## src/design/adc_ctrl_pkg.sv

```systemverilog
package adc_ctrl_pkg;
	// register byte offsets
	localparam logic [7:0] ctrl_off = 8'h00;
	localparam logic [7:0] pos_sel_off = 8'h04;
	localparam logic [7:0] neg_sel_off = 8'h08;
	localparam logic [7:0] status_off = 8'h0c;
	localparam logic [7:0] result_off = 8'h10;
	localparam logic [7:0] block_reset_off = 8'h14;
	localparam logic [7:0] gain_cal_off = 8'h18;
	localparam logic [7:0] offset_cal_off = 8'h1c;
	localparam logic [7:0] amp_gain_off = 8'h20;
	localparam logic [7:0] gpio_cfg_off = 8'h24;
	// control fields and reset values
	localparam logic [15:0] ctrl_reset = 16'h0a00;
	localparam int ctrl_bypass_pos_bit = 15;
	localparam int ctrl_bypass_neg_bit = 14;
	localparam int ctrl_div_lsb = 11;
	localparam int ctrl_acq_lsb = 8;
	localparam int ctrl_enable_bit = 7;
	localparam int ctrl_power_bit = 5;
	localparam int ctrl_mode_lsb = 3;
	localparam logic [1:0] mode_single = 2'h0;
	localparam logic [1:0] mode_diff = 2'h1;
	localparam logic [1:0] mode_pseudo = 2'h2;
	localparam logic [2:0] trig_pin = 3'h0;
	localparam logic [2:0] trig_timer1 = 3'h1;
	localparam logic [2:0] trig_timer0 = 3'h2;
	localparam logic [2:0] trig_sw_single = 3'h3;
	localparam logic [2:0] trig_sw_cont = 3'h4;
	localparam logic [2:0] trig_logic = 3'h5;
	localparam logic [2:0] trig_pwm = 3'h6;
	localparam logic [4:0] temp_channel = 5'h10;
	localparam logic [4:0] amp_chan_a = 5'h00;
	localparam logic [4:0] amp_chan_b = 5'h01;
	localparam logic [2:0] temp_div_code = 3'h5;
	localparam logic [2:0] temp_acq_code = 3'h3;
	localparam logic [7:0] trial_clocks = 8'h13;
	localparam int result_lsb = 16;
	localparam logic [31:0] block_reset_key = 32'h0000_0007;
	typedef enum logic [2:0] {
		st_idle = 3'b001,
		st_acquire = 3'b010,
		st_convert = 3'b100
	} conv_state_t;
	typedef struct packed {
		logic [11:0] raw;
		logic valid;
	} sample_t;
endpackage
```

## src/design/adc_ctrl.sv

```systemverilog
`timescale 1ns/10ps
module adc_ctrl (
	input wire logic mclk,
	input wire logic reset,
	input wire logic psel,
	input wire logic penable,
	input wire logic pwrite,
	input wire logic [7:0] paddr,
	input wire logic [31:0] pwdata,
	output logic [31:0] prdata,
	output logic pready,
	output logic pslverr,
	input wire logic external_convert_trigger,
	input wire logic timer0_trigger,
	input wire logic timer1_trigger,
	input wire logic logic_array_trigger,
	input wire logic pwm_trigger,
	input wire adc_ctrl_pkg::sample_t sar_sample,
	output logic sar_sample_start,
	output logic [4:0] positive_channel_select,
	output logic [3:0] negative_channel_select,
	output logic bypass_pos_buffer,
	output logic bypass_neg_buffer,
	output logic amp_in_path,
	output logic [4:0] front_amp_a,
	output logic [4:0] front_amp_b,
	output logic [11:0] gain_cal,
	output logic [11:0] offset_cal,
	output logic adc_power,
	output logic adc_irq,
	output logic conversion_busy_out,
	output logic gpio_busy_pin
);
	logic [15:0] converter_control_reg;
	logic [4:0] pos_sel_reg;
	logic [3:0] neg_sel_reg;
	logic result_ready_flag;
	logic [31:0] conversion_result_reg;
	logic [11:0] gain_calibration_reg;
	logic [11:0] offset_calibration_reg;
	logic [9:0] amplifier_gain_reg;
	logic gpio_output_config;
	adc_ctrl_pkg::conv_state_t state_reg;
	logic [4:0] prescale_reg;
	logic [7:0] clk_count_reg;
	logic [2:0] div_code_reg;
	logic [2:0] acq_code_reg;
	logic [1:0] mode_latched_reg;
	logic temp_conv_reg;
	logic wr_en, rd_en, soft_reset, tick, start, done, trig_level;
	logic [2:0] trigger_type;

	function automatic logic [4:0] div_limit(input logic [2:0] code);
		div_limit = (5'h01 << code) - 5'h01;
	endfunction

	function automatic logic [7:0] acq_clocks(input logic [2:0] code);
		acq_clocks = 8'h02 << code;
	endfunction

	function automatic logic [31:0] format_result(input logic [11:0] raw, input logic [1:0] mode);
		logic [11:0] val;
		val = raw;
		if (mode == adc_ctrl_pkg::mode_diff) begin
			val = raw ^ 12'h800;
		end
		format_result = {{4{val[11] & (mode == adc_ctrl_pkg::mode_diff)}}, val, 16'h0000};
	endfunction

	assign wr_en = psel && penable && pwrite;
	assign rd_en = psel && penable && !pwrite;
	assign pready = 1'b1;
	assign pslverr = 1'b0;
	assign soft_reset = wr_en && paddr == adc_ctrl_pkg::block_reset_off;
	assign trigger_type = converter_control_reg[2:0];

	always_comb begin
		case (trigger_type)
			adc_ctrl_pkg::trig_pin: trig_level = external_convert_trigger;
			adc_ctrl_pkg::trig_timer1: trig_level = timer1_trigger;
			adc_ctrl_pkg::trig_timer0: trig_level = timer0_trigger;
			adc_ctrl_pkg::trig_sw_single: trig_level = 1'b1;
			adc_ctrl_pkg::trig_sw_cont: trig_level = 1'b1;
			adc_ctrl_pkg::trig_logic: trig_level = logic_array_trigger;
			adc_ctrl_pkg::trig_pwm: trig_level = pwm_trigger;
			default: trig_level = 1'b0;
		endcase
	end

	assign start = state_reg == adc_ctrl_pkg::st_idle && trig_level
		&& converter_control_reg[adc_ctrl_pkg::ctrl_enable_bit]
		&& converter_control_reg[adc_ctrl_pkg::ctrl_power_bit];
	assign tick = prescale_reg == div_limit(div_code_reg);
	assign done = state_reg == adc_ctrl_pkg::st_convert && tick && clk_count_reg == 8'h01;

	always_ff @(posedge mclk or posedge reset) begin
		if (reset) begin
			converter_control_reg <= adc_ctrl_pkg::ctrl_reset;
			pos_sel_reg <= 5'h00;
			neg_sel_reg <= 4'h0;
			gain_calibration_reg <= 12'h000;
			offset_calibration_reg <= 12'h000;
			amplifier_gain_reg <= 10'h000;
			gpio_output_config <= 1'b0;
		end else if (soft_reset) begin
			converter_control_reg <= adc_ctrl_pkg::ctrl_reset;
			pos_sel_reg <= 5'h00;
			neg_sel_reg <= 4'h0;
			gain_calibration_reg <= 12'h000;
			offset_calibration_reg <= 12'h000;
			amplifier_gain_reg <= 10'h000;
			gpio_output_config <= 1'b0;
		end else if (wr_en) begin
			// revert even when another register is written; a control write wins
			if (done && trigger_type == adc_ctrl_pkg::trig_sw_single) begin
				converter_control_reg[2:0] <= adc_ctrl_pkg::trig_pin;
			end
			if (paddr == adc_ctrl_pkg::ctrl_off) begin
				converter_control_reg <= pwdata[15:0] & 16'hffbf;
			end else if (paddr == adc_ctrl_pkg::pos_sel_off) begin
				pos_sel_reg <= pwdata[4:0];
			end else if (paddr == adc_ctrl_pkg::neg_sel_off) begin
				neg_sel_reg <= pwdata[3:0];
			end else if (paddr == adc_ctrl_pkg::gain_cal_off) begin
				gain_calibration_reg <= pwdata[11:0];
			end else if (paddr == adc_ctrl_pkg::offset_cal_off) begin
				offset_calibration_reg <= pwdata[11:0];
			end else if (paddr == adc_ctrl_pkg::amp_gain_off) begin
				amplifier_gain_reg <= pwdata[9:0];
			end else if (paddr == adc_ctrl_pkg::gpio_cfg_off) begin
				gpio_output_config <= pwdata[0];
			end
		end else if (done && trigger_type == adc_ctrl_pkg::trig_sw_single) begin
			converter_control_reg[2:0] <= adc_ctrl_pkg::trig_pin;
		end
	end

	// timing captured at start so a mid-conversion write cannot disturb it
	always_ff @(posedge mclk or posedge reset) begin
		if (reset) begin
			state_reg <= adc_ctrl_pkg::st_idle;
			prescale_reg <= 5'h00;
			clk_count_reg <= 8'h00;
			div_code_reg <= 3'h1;
			acq_code_reg <= 3'h2;
			mode_latched_reg <= adc_ctrl_pkg::mode_single;
			temp_conv_reg <= 1'b0;
		end else if (soft_reset) begin
			state_reg <= adc_ctrl_pkg::st_idle;
			prescale_reg <= 5'h00;
			clk_count_reg <= 8'h00;
		end else begin
			prescale_reg <= (state_reg == adc_ctrl_pkg::st_idle || tick) ? 5'h00 : prescale_reg + 5'h01;
			case (state_reg)
				adc_ctrl_pkg::st_idle: begin
					if (start) begin
						state_reg <= adc_ctrl_pkg::st_acquire;
						mode_latched_reg <= converter_control_reg[4:3];
						temp_conv_reg <= pos_sel_reg == adc_ctrl_pkg::temp_channel;
						if (pos_sel_reg == adc_ctrl_pkg::temp_channel) begin
							div_code_reg <= adc_ctrl_pkg::temp_div_code;
							acq_code_reg <= adc_ctrl_pkg::temp_acq_code;
							clk_count_reg <= acq_clocks(adc_ctrl_pkg::temp_acq_code);
						end else begin
							div_code_reg <= converter_control_reg[13:11];
							acq_code_reg <= converter_control_reg[10:8];
							clk_count_reg <= acq_clocks(converter_control_reg[10:8]);
						end
					end
				end
				adc_ctrl_pkg::st_acquire: begin
					if (tick) begin
						if (clk_count_reg == 8'h01) begin
							state_reg <= adc_ctrl_pkg::st_convert;
							clk_count_reg <= adc_ctrl_pkg::trial_clocks;
						end else begin
							clk_count_reg <= clk_count_reg - 8'h01;
						end
					end
				end
				adc_ctrl_pkg::st_convert: begin
					if (tick) begin
						if (clk_count_reg == 8'h01) begin
							state_reg <= adc_ctrl_pkg::st_idle;
						end else begin
							clk_count_reg <= clk_count_reg - 8'h01;
						end
					end
				end
				default: state_reg <= adc_ctrl_pkg::st_idle;
			endcase
		end
	end

	// set wins over a read clear in the same cycle
	always_ff @(posedge mclk or posedge reset) begin
		if (reset) begin
			result_ready_flag <= 1'b0;
			conversion_result_reg <= 32'h0000_0000;
		end else if (soft_reset) begin
			result_ready_flag <= 1'b0;
			conversion_result_reg <= 32'h0000_0000;
		end else if (done) begin
			result_ready_flag <= 1'b1;
			conversion_result_reg <= format_result(sar_sample.raw, mode_latched_reg);
		end else if (rd_en && paddr == adc_ctrl_pkg::result_off) begin
			result_ready_flag <= 1'b0;
		end
	end

	always_ff @(posedge mclk or posedge reset) begin
		if (reset) begin
			prdata <= 32'h0000_0000;
		end else if (psel && !penable && !pwrite) begin
			if (paddr == adc_ctrl_pkg::ctrl_off) begin
				prdata <= {16'h0000, converter_control_reg};
			end else if (paddr == adc_ctrl_pkg::pos_sel_off) begin
				prdata <= {27'h0000000, pos_sel_reg};
			end else if (paddr == adc_ctrl_pkg::neg_sel_off) begin
				prdata <= {28'h0000000, neg_sel_reg};
			end else if (paddr == adc_ctrl_pkg::status_off) begin
				prdata <= {31'h00000000, result_ready_flag};
			end else if (paddr == adc_ctrl_pkg::result_off) begin
				prdata <= conversion_result_reg;
			end else if (paddr == adc_ctrl_pkg::gain_cal_off) begin
				prdata <= {20'h00000, gain_calibration_reg};
			end else if (paddr == adc_ctrl_pkg::offset_cal_off) begin
				prdata <= {20'h00000, offset_calibration_reg};
			end else if (paddr == adc_ctrl_pkg::amp_gain_off) begin
				prdata <= {22'h000000, amplifier_gain_reg};
			end else if (paddr == adc_ctrl_pkg::gpio_cfg_off) begin
				prdata <= {31'h00000000, gpio_output_config};
			end else begin
				prdata <= 32'h0000_0000;
			end
		end
	end

	always_comb begin
		amp_in_path = pos_sel_reg == adc_ctrl_pkg::amp_chan_a
			|| pos_sel_reg == adc_ctrl_pkg::amp_chan_b;
		gain_cal = amp_in_path ? 12'h000 : gain_calibration_reg;
	end

	assign offset_cal = offset_calibration_reg;
	assign bypass_pos_buffer = converter_control_reg[adc_ctrl_pkg::ctrl_bypass_pos_bit];
	assign bypass_neg_buffer = converter_control_reg[adc_ctrl_pkg::ctrl_bypass_neg_bit];
	assign front_amp_a = amplifier_gain_reg[4:0];
	assign front_amp_b = amplifier_gain_reg[9:5];
	assign positive_channel_select = pos_sel_reg;
	assign negative_channel_select = neg_sel_reg;
	assign adc_power = converter_control_reg[adc_ctrl_pkg::ctrl_power_bit];
	assign adc_irq = result_ready_flag;
	assign conversion_busy_out = state_reg != adc_ctrl_pkg::st_idle;
	assign gpio_busy_pin = conversion_busy_out && gpio_output_config;
	assign sar_sample_start = start;

	ready_on_done_a: assert property (@(posedge mclk) disable iff (reset)
		done && !soft_reset |=> result_ready_flag) else $error("ready not set");
	read_clears_a: assert property (@(posedge mclk) disable iff (reset)
		rd_en && paddr == adc_ctrl_pkg::result_off && !done && !soft_reset
		|=> !result_ready_flag) else $error("ready not cleared");
	busy_level_a: assert property (@(posedge mclk) disable iff (reset)
		start && !soft_reset |=> conversion_busy_out) else $error("busy missing");
	busy_gate_a: assert property (@(posedge mclk) disable iff (reset)
		!gpio_output_config |-> !gpio_busy_pin) else $error("busy leaked");
	temp_force_a: assert property (@(posedge mclk) disable iff (reset)
		start && pos_sel_reg == adc_ctrl_pkg::temp_channel && !soft_reset
		|=> div_code_reg == adc_ctrl_pkg::temp_div_code
		&& acq_code_reg == adc_ctrl_pkg::temp_acq_code
		&& clk_count_reg == 8'h10) else $error("temp timing");
	user_timing_a: assert property (@(posedge mclk) disable iff (reset)
		start && pos_sel_reg != adc_ctrl_pkg::temp_channel && !soft_reset
		|=> div_code_reg == $past(converter_control_reg[13:11])
		&& acq_code_reg == $past(converter_control_reg[10:8])) else $error("user timing");
	result_hold_a: assert property (@(posedge mclk) disable iff (reset)
		!done && !soft_reset |=> $stable(conversion_result_reg)) else $error("result moved");
	soft_reset_a: assert property (@(posedge mclk) disable iff (reset)
		soft_reset |=> converter_control_reg == adc_ctrl_pkg::ctrl_reset) else $error("no reset");
	single_revert_a: assert property (@(posedge mclk) disable iff (reset)
		done && trigger_type == adc_ctrl_pkg::trig_sw_single
		&& !(wr_en && paddr == adc_ctrl_pkg::ctrl_off)
		|=> trigger_type == adc_ctrl_pkg::trig_pin) else $error("no revert");
	// checked only when a result lands, since the mode may change before the next read
	sign_ext_a: assert property (@(posedge mclk) disable iff (reset)
		done && !soft_reset |=> conversion_result_reg[31:28]
		== ((mode_latched_reg == adc_ctrl_pkg::mode_diff) ? {4{conversion_result_reg[27]}} : 4'h0))
		else $error("sign bits");
	conv_done_c: cover property (@(posedge mclk) disable iff (reset) done);
	temp_conv_c: cover property (@(posedge mclk) disable iff (reset) done && temp_conv_reg);
	read_clear_c: cover property (@(posedge mclk) disable iff (reset)
		result_ready_flag ##1 !result_ready_flag);
	cont_restart_c: cover property (@(posedge mclk) disable iff (reset) done ##1 start);
endmodule

```

## config.mk

```make
export PLATFORM = sky130hd
export DESIGN_NAME = adc_ctrl
export DESIGN_NICKNAME = d
export VERILOG_FILES = /design/src/design/adc_ctrl_pkg.sv /design/src/design/adc_ctrl.sv
export SDC_FILE = /design/constraint.sdc
export NUM_CORES = 1
export LEC_CHECK = 0
export BUFFER_PORTS_ARGS = -buffer_cell sky130_fd_sc_hd__buf_4
export CAP_MARGIN = 10
export CORE_MARGIN = 5
export CORE_UTILIZATION = 45
export CTS_BUF_LIST = sky130_fd_sc_hd__clkbuf_8
export DETAILED_ROUTE_END_ITERATION = 12
export PLACE_DENSITY = 0.74
export SLEW_MARGIN = 30
export SYNTH_ARGS = -nofsm -noshare
export SYNTH_HDL_FRONTEND = slang
export SYNTH_SLANG_ARGS = --single-unit
```

## constraint.sdc

```tcl
create_clock -name mclk -period 3.1 [get_ports mclk]
set_input_delay 0 -clock mclk [delete_from_list [all_inputs] [get_ports mclk]]
set_output_delay 0 -clock mclk [all_outputs]
set_load 0.05 [all_outputs]
```

Word level (Yosys, flattened, before mapping)
Index checks and enable logic that the tools add are counted.
Storage, ports and cells
  ROM bits: 0
  memory bits (writable): 0
  logic and storage cells: 184
  flip-flop bits (word level): 146
  latch bits: 0
  bits of input ports: 63
  memories kept: 0
  output and inout bits: 85
Operators by class
  $mul: 0
  bitwise logic cells: 3
  reduce and logical (&&, ||, !) cells: 43
  magnitude comparators: 0
  equal/unequal tests: 36
  $add $sub $neg: 3
  mux-type cells: 81
  div/mod/pow operators: 0
  shifts and indexed selects: 2
Operator list (number)
  12-bit 2-to-1 mux: 19
  32-bit 2-to-1 mux: 7
  10-bit 2-to-1 mux: 9
  8-bit 2-to-1 mux: 7
  8-bit by 5-bit equality test with 1-bit output, second input constant: 4
  16-bit 2-to-1 mux: 2
  5-bit 2-to-1 mux: 6
  3-bit 2-to-1 mux: 9
  8-bit case mux with 3 select lines: 1
  4-bit 2-to-1 mux: 5
  2-bit nonzero test: 9
  8-bit by 4-bit equality test with 1-bit output, second input constant: 2
  8-bit by 6-bit equality test with 1-bit output, second input constant: 2
  3-bit inequality test, second input constant: 5
  5-bit AND reduction: 3
  1-bit logical AND: 14
  1-bit 2-to-1 mux: 13
  13-bit 2-to-1 mux: 1
  3-bit equality test, second input constant: 4
  2-bit inequality test, second input constant: 6
  3-bit by 2-bit equality test with 1-bit output, second input constant: 3
  3-bit case mux with 3 select lines: 1
  8-bit by 1-bit equality test with 1-bit output, second input constant: 1
  8-bit by 3-bit equality test with 1-bit output, second input constant: 1
  other kinds (29): 34

Logic depth before layout (Yosys ltp)
Gate-level depths: netlist of the first run.
  depth after elaboration: 10
  depth in mapped cells: 8

Worst setup path before layout of the first run
OpenSTA, ideal clock, no wires.
  kind: register to register
  from: reg state_reg[0]
  to: reg mode_latched_reg[0]
  path buffers: 1
  cell stages (with the launch flop): 6
  library setup time: 125 ps
  period minus slack after synthesis: 2352 ps
  arrival time: 2227 ps
  path slack: 748 ps
  cells stage by stage: dfstp_2 > nand2b_1 > or2_2 > clkbuf_1 > nor3_1 > mux2_2
Between the ends
  cells in the longest elaborated chain, start to end: 5
Ends and longest elaborated chain
  start, declared: line adc_ctrl.sv:43  | adc_ctrl_pkg::conv_state_t state_reg;
  start signal, assigned: line adc_ctrl.sv:141  | state_reg <= adc_ctrl_pkg::st_idle;
  start signal, assigned: line adc_ctrl.sv:149  | state_reg <= adc_ctrl_pkg::st_idle;
  start signal, assigned: line adc_ctrl.sv:157  | state_reg <= adc_ctrl_pkg::st_acquire;
  3-bit by 1-bit equality test with 1-bit output (*): line adc_ctrl.sv:90, adc_ctrl.sv:154
  1-bit logical AND: line adc_ctrl.sv:90  | assign start = state_reg == adc_ctrl_pkg::st_idle && trig_level
  1-bit logical AND: line adc_ctrl.sv:91  | && converter_control_reg[adc_ctrl_pkg::ctrl_enable_bit]
  1-bit logical AND: line adc_ctrl.sv:92  | && converter_control_reg[adc_ctrl_pkg::ctrl_power_bit];
  3-bit AND reduction (no source line) (*)
  end signal, assigned: line adc_ctrl.sv:146  | mode_latched_reg <= adc_ctrl_pkg::mode_single;
  end signal, assigned: line adc_ctrl.sv:158  | mode_latched_reg <= converter_control_reg[4:3];
  end, declared: line adc_ctrl.sv:48  | logic [1:0] mode_latched_reg;
Mark *: on every way between the ends. The rest lies on a longest branch, timed or not.
A chain may end at the register's enable or synchronous reset.

Worst setup path in the final report of the first run
  from: reg div_code_reg[0]
  to: reg clk_count_reg[7]
Between the ends
  cells in the longest elaborated chain, start to end: 5
  elaborated cells between the ends (all ways): 6
Ends and longest elaborated chain
  start, declared: line adc_ctrl.sv:46  | logic [2:0] div_code_reg;
  start signal, assigned: line adc_ctrl.sv:161  | div_code_reg <= adc_ctrl_pkg::temp_div_code;
  start signal, assigned: line adc_ctrl.sv:165  | div_code_reg <= converter_control_reg[13:11];
  1-bit by 3-bit << shifter with 5-bit output (*): line adc_ctrl.sv:54  | div_limit = (5'h01 << code) - 5'h01;
  5-bit by 1-bit subtractor with 5-bit output (*): line adc_ctrl.sv:54
  5-bit equality test (*): line adc_ctrl.sv:93  | assign tick = prescale_reg == div_limit(div_code_reg);
  3-bit inequality test (no source line)
  5-bit AND reduction (no source line) (*)
  end signal, assigned: line adc_ctrl.sv:163  | clk_count_reg <= acq_clocks(adc_ctrl_pkg::temp_acq_code);
  end signal, assigned: line adc_ctrl.sv:167  | clk_count_reg <= acq_clocks(converter_control_reg[10:8]);
  end signal, assigned: line adc_ctrl.sv:175  | clk_count_reg <= adc_ctrl_pkg::trial_clocks;
  end, declared: line adc_ctrl.sv:45  | logic [7:0] clk_count_reg;
Marks and branches as above.

==> results of run 1 <==
## power breakdown
group	total (mW)	switching (mW)	internal, mW
clock	1.47	0.644	0.827
sequential	1.66	0.0291	1.63
combinational	0.334	0.208	0.126
total	3.47	0.882	2.59
## cell families (layout without fill, tap and decap cells)
group,after synthesis,count (layout),synth area share
buffers and inverters,49,226,0.0361
adders and majority gates,4,4,0.00840
muxes,26,26,0.0445
and+or+nand+nor,258,258,0.204
xor gates and xnor gates,4,4,0.00588
AOI/OAI and AO/OA,171,171,0.183
other,2,2,0.00126
DFF,123,123,0.518
## timing repair
item                       in CTS  in global routing
hold buffers                   31                  0
setup buffers                   0                  0
setup endpoints to repair       0                  0
hold endpoints to repair      182                  0
## worst max-delay path by stage
stage | start | to | slack [ns] | depth (start not counted)
after floorplan | state_reg[0]$_DFFE_PP1P_ | mode_latched_reg[0]$_DFFE_PP0P_ | 0.75 | 5
after CTS | div_code_reg[0]$_DFFE_PP1P_ | clk_count_reg[7]$_DFFE_PP0P_ | 0.62 | 6
final | div_code_reg[0]$_DFFE_PP1P_ | clk_count_reg[7]$_DFFE_PP0P_ | 0.62 | 6
after detailed placement | div_code_reg[0]$_DFFE_PP1P_ | clk_count_reg[7]$_DFFE_PP0P_ | 0.63 | 6
after global routing | div_code_reg[1]$_DFFE_PP0P_ | clk_count_reg[7]$_DFFE_PP0P_ | 0.51 | 6
after global placement | div_code_reg[1]$_DFFE_PP0P_ | clk_count_reg[7]$_DFFE_PP0P_ | 0.72 | 6
## synth_stat cells (4+ instances only)
master    instances
nand2_1         121
dfrtp_1         119
o21ai_0          71
nor2_1           42
a21oi_1          35
clkbuf_1         26
mux2i_1          22
nand3_1          19
nor2b_1          19
inv_1            15
a22o_1           14
nor3_1           12
a31oi_1           8
nor4_1            8
and2_1            6
nand2b_1          6
buf_4             5
a222oi_1          4
dfstp_2           4
ha_1              4
mux2_2            4
nand3b_1          4
## layout make-up
| class | count | share of cell area |
|---|---|---|
| clock buffer | 19 | 0.0332 |
| clock inverter | 12 | 0.0189 |
| inverter | 15 | 0.00762 |
| multi-input combinational | 465 | 0.339 |
| sequential | 123 | 0.391 |
| tap | 176 | 0.0279 |
| timing repair buffer | 180 | 0.183 |
## per-stage QoR
| step | total power, mW | utilization | std cells | setup slack, ns |
|---|---|---|---|---|
| 2_1_floorplan | 1.86 | - | 637 | 0.748 |
| 3_3_place_gp | 1.99 | 0.548 | 928 | 0.724 |
| 3_5_place_dp | 1.99 | 0.548 | 928 | 0.630 |
| 4_1_cts | 3.49 | 0.603 | 990 | 0.619 |
| 5_1_grt | 3.58 | 0.603 | 990 | 0.506 |
| 6_report | 3.47 | 0.603 | 990 | 0.618 |
## critical path, stage by stage, from the launching register on
cell and delay [ns]:
dfstp_2 0.59, a21boi_0 0.12, a2111o_1 0.38, a211o_4 0.40, a221oi_4 0.46, nor2_1 0.09
or3_1 0.32
## metal layers
metal  vias to the layer above  wire length, um
met3                        26             1350
met4                         0              271
met1                      2740             7690
met5                         -                0
met2                       235             8870
li1                       2581                -
==> flow_metrics.tcl, run 1 <==
set metrics [dict create \
    clk_latency_ns 0.45 \
    fillers 1088 \
    antenna_found_initial 0 \
    start_kind "flip-flop" \
    cts_resized 0 \
    regArea_um2 3080 \
    cts_max_path_buffers 2 \
    syn_area_um2 5960 \
    final_antenna_net_count 0 \
    min_period_ns 2.48 \
    yosysUniqueCellTypes 69 \
    ff2ff_path_depth 6 \
    arrival_ns 2.80 \
    area_delta_synth_final_pct 32.4 \
    first_global_vias 5529 \
    cp-end-kind "flip-flop" \
    io_pins 148 \
    cp.required_ns 3.42 \
    drc 0 \
    tritoncts "yes" \
    synth_area_per_cell_um2 9.35 \
    yosysTopAreaCell "dfrtp_1" \
    rrSetupSlack_ns 0.62 \
    hold_path.class "input pin to flip-flop" \
    multi_input_area_um2 2670 \
    yosysWarnings 0 \
    fp.dieH_um 125 \
    final_common_cell "buf_4" \
    diodes 0 \
    r2r_end "clk_count_reg[7]$_DFFE_PP0P_" \
    r2r_start "div_code_reg[0]$_DFFE_PP1P_" \
    grt.total_usage 0.231 \
    ys.flop_type "dfrtp_1" \
    die_area_um2 15600 \
    final_cell_mix "buf_4 (148), nand2_1 (121), dfrtp_1 (119)" \
    vias_per_cell 5.64 \
    num_rows 42 \
    fin_nets 869 \
    largest_reg_flops 29 \
    hold-path-endpoint "conversion_result_reg[27]$_DFFE_PP0P_" \
    grt-ovfl-total 0 \
    grt_max_degree 124 \
    path_class "flip-flop to flip-flop" \
    drtIter0Drc 582 \
    leakage_nw 3.64 \
    crit_fanout 9 \
    power_density_nw_per_um2 440 \
    htreeDepth 4 \
    holdWs_ns 0.0449 \
    ys_async_sr_fraction 1.00 \
    grt_first_pass_wirelength_mm 28.9 \
    globalplace.congestion 0.892 \
    rsz0062_at_grt "false" \
    yosys-top-cells-area "dfrtp_1 (50%), nand2_1 (7.6%), o21ai_0 (6.0%)" \
    grt_use_met1 0.309 \
    clkTransAtPathRegs_ns 0.07 \
    min_from "sar_sample[12]" \
    syn_nets 704 \
    syn_inst 637 \
    wl_per_cell_um 18.4 \
    fmax_mhz 403 \
    portBuffers 128 \
    maxCapViolations 0 \
    slew_viol_final 0 \
    hold_violations 0 \
    post_dp_cell_area_um2 7160 \
    status "finished, final reports clean" \
    top_usage_layer "met2" \
    tightest_slew_ns 0.864 \
    die_x_um 125 \
    slew_headroom 0.418 \
    yosysSeqAreaShare 0.518 \
    start_util 0.455 \
    core-area_um2 13100 \
    finalCritPeriodShare 0.800 \
    firstDrtPassIters 5 \
    totalWireLength_mm 18.2 \
    post-route-cell-area_um2 7890 \
    ys_ff_latch 123 \
    holdPathStages 6 \
    dp_hpwl_mm 12.9 \
    cts_sinks 123 \
    fin_skew_ns 0.0110 \
    met2_usage 0.373 \
    synth-edff-count 0 \
    num_vias 5582 \
    drive_gt1_frac 0.242 \
    clockRootBuffer "clkbuf_8" \
    final.setup.tns_ns 0 \
    peakVddDrop_mv 0.281 \
    netlist.area_leader.share 0.500 \
    cts_buffers 17 \
    met3_usage 0.0588 \
    setup_viol 0 \
]
Power figures use the tool's default switching activity.
==> run 2, diff against run 1 <==
--- a/config.mk
+++ b/config.mk
@@ -11,7 +11,7 @@
 export CORE_UTILIZATION = 45
 export CTS_BUF_LIST = sky130_fd_sc_hd__clkbuf_8
 export DETAILED_ROUTE_END_ITERATION = 12
-export PLACE_DENSITY = 0.74
+export PLACE_DENSITY = 0.71
 export SLEW_MARGIN = 30
 export SYNTH_ARGS = -nofsm -noshare
 export SYNTH_HDL_FRONTEND = slang
==> constraint.sdc (replaced) <==
create_clock -name mclk -period 2.3 [get_ports mclk]
set_input_delay 0 -clock mclk [delete_from_list [all_inputs] [get_ports mclk]]
set_output_delay 0 -clock mclk [all_outputs]
set_load 0.05 [all_outputs]
==> run 2 against run 1 <==
Compared with the run above: fmax rose by 8.3%; sequential share of layout area fell by 0.89 points; via count rose by 0.91%; critical path depth rose by 1; first-iteration DRC count fell by 15%; non-clock buffer count rose by 24; wire length fell by 0.50%; utilization rose by 1.4 points; critical path type unchanged.
==> flow_metrics.tcl, run 2 (synthesis gave the netlist of run 1 again) <==
set metrics [dict create \
    drc 0 \
    area_delta_synth_final_pct 35.5 \
    fmax_mhz 436 \
    min_from "sar_sample[12]" \
    cts_sinks 123 \
    pre_cts_ws_ns -0.0350 \
    die_x_um 125 \
    hold_path.class "input pin to flip-flop" \
    power_density_nw_per_um2 564 \
    vias_per_cell 5.55 \
    rsz0062_at_grt "true" \
    fillers 1120 \
    hold-path-endpoint "conversion_result_reg[30]$_DFFE_PP0P_" \
    wl_per_cell_um 17.8 \
    portBuffers 128 \
    regArea_um2 3080 \
    cts_buffers 17 \
    cp-end-kind "flip-flop" \
    globalplace.congestion 0.908 \
    cp.depth 7 \
    core-area_um2 13100 \
    tightest_slew_ns 0.610 \
    fin_util 0.617 \
    cts_max_path_buffers 2 \
    slew_headroom 0.590 \
    rrSetupSlack_ns 0.008 \
    status "finished, final reports clean" \
    ff2ff_path_depth 7 \
    final_cell_mix "buf_4 (172), nand2_1 (121), dfrtp_1 (118)" \
    post_dp_cell_area_um2 7310 \
    path_class "flip-flop to flip-flop" \
    grt.total_usage 0.235 \
    clkTransAtPathRegs_ns 0.07 \
    slew_viol_final 0 \
    grt_first_pass_wirelength_mm 29.4 \
    totalWireLength_mm 18.1 \
    hold_violations 0 \
    start_kind "flip-flop" \
    clk_latency_ns 0.45 \
    final_common_cell "buf_4" \
    die_area_um2 15600 \
    finalCritPeriodShare 0.996 \
    post-route-cell-area_um2 8070 \
    setup_ws_ns 0.00838 \
    first_global_vias 5552 \
    critPathMaxStageDelay_ns 0.57 \
    fin_nets 893 \
    worst-path-buf-inv 1 \
    maxCapViolations 0 \
    htreeDepth 4 \
    crit_fanout 6 \
    crit_family "compound AO/OA/AOI/OAI gates" \
    clockRootBuffer "clkbuf_8" \
    diodes 0 \
    antenna_found_initial 0 \
    crit_path_cell_trace "a21boi_1 -> a2111o_1 -> a211o_4 -> a221oi_4 -> buf_6 -> o21ai_1 -> a32o_1" \
    num_vias 5633 \
    power_mw 4.56 \
    leakage_nw 3.77 \
    peakVddDrop_mv 0.349 \
    fin_cells 1015 \
    dpl.cell_count 947 \
    setup_viol 0 \
    final.setup.tns_ns 0 \
    grt-ovfl-total 0 \
    holdWs_ns 0.0339 \
    firstDrtPassIters 10 \
    dp_hpwl_mm 13.3 \
    io_pins 148 \
    arrival_ns 2.62 \
    holdPathStages 5 \
    drtIter0Drc 495 \
    tritoncts "yes" \
    min_period_ns 2.29 \
    fin_skew_ns 0.0134 \
    drive_gt1_frac 0.272 \
    fp.dieH_um 125 \
    largest_reg_flops 29 \
    slowest_stage "dfstp_2" \
    multi_input_area_um2 2700 \
    r2r_start "div_code_reg[0]$_DFFE_PP1P_" \
    final_antenna_net_count 0 \
    num_rows 42 \
    grt_max_degree 36 \
    start_util 0.455 \
    r2r_end "clk_count_reg[2]$_DFFE_PP0P_" \
    cp.required_ns 2.63 \
]
[run 2: cell types whose count changed in the layout (fill, tap and decap cells not counted), sizes merged]
| cell | change |
|---|---|
| inv | +4 |
| clkbuf | +1 |
| clkinv | -1 |
| buf | +25 |
| bufinv | -1 |
| dlygate4sd3 | -1 |
| clkinvlp | -2 |
[run 2: how the worst max path moves through the flow]
stage / end / startpoint
final: clk_count_reg[2]$_DFFE_PP0P_ / div_code_reg[0]$_DFFE_PP1P_
after global placement: clk_count_reg[7]$_DFFE_PP0P_ / div_code_reg[0]$_DFFE_PP1P_
after floorplan: clk_count_reg[7]$_DFFE_PP0P_ / converter_control_reg[0]$_DFF_PP0_
after detailed placement: clk_count_reg[7]$_DFFE_PP0P_ / prescale_reg[2]$_DFF_PP0_
after global routing: clk_count_reg[2]$_DFFE_PP0P_ / div_code_reg[0]$_DFFE_PP1P_
after CTS: clk_count_reg[3]$_DFFE_PP0P_ / div_code_reg[0]$_DFFE_PP1P_
[run 2: per-layer routing]
layer / part of all wire / vias up / global-route usage
li1: - / 2628 / -
met1: 0.41 / 2716 / 0.312
met2: 0.48 / 257 / 0.376
met3: 0.084 / 32 / 0.0584
met4: 0.024 / 0 / 0.0842
met5: 0 / - / 0
[run 2: timing repair]
action / CTS / global route
gates resized for setup: 1 / 9
hold buffers: 30 / 0
pin swaps: 3 / 8
setup endpoints to repair: 3 / 16
endpoints found under the hold margin: 86 / 0
setup buffers: 2 / 5
[run 2: worst reg2reg max path: cells and delay by family (launching register included)]
family | cells | cell delay (ns)
AOI/OAI and AO/OA | 6 | 1.43
DFF | 1 | 0.57
buffers and inverters | 1 | 0.16
[run 2: layout make-up]
type,count,area share
Clock buffer,20,0.0341
Timing Repair Buffer,204,0.201
Clock inverter,12,0.0136
Multi-Input combinational cell,465,0.334
Tap cell,176,0.0273
Sequential cell,123,0.382
Inverter,15,0.00744
[run 2: power by group]
group	switching, mW	total [mW]	internal [mW]
registers	0.0385	2.24	2.20
logic	0.281	0.455	0.174
clock network	0.836	1.86	1.02
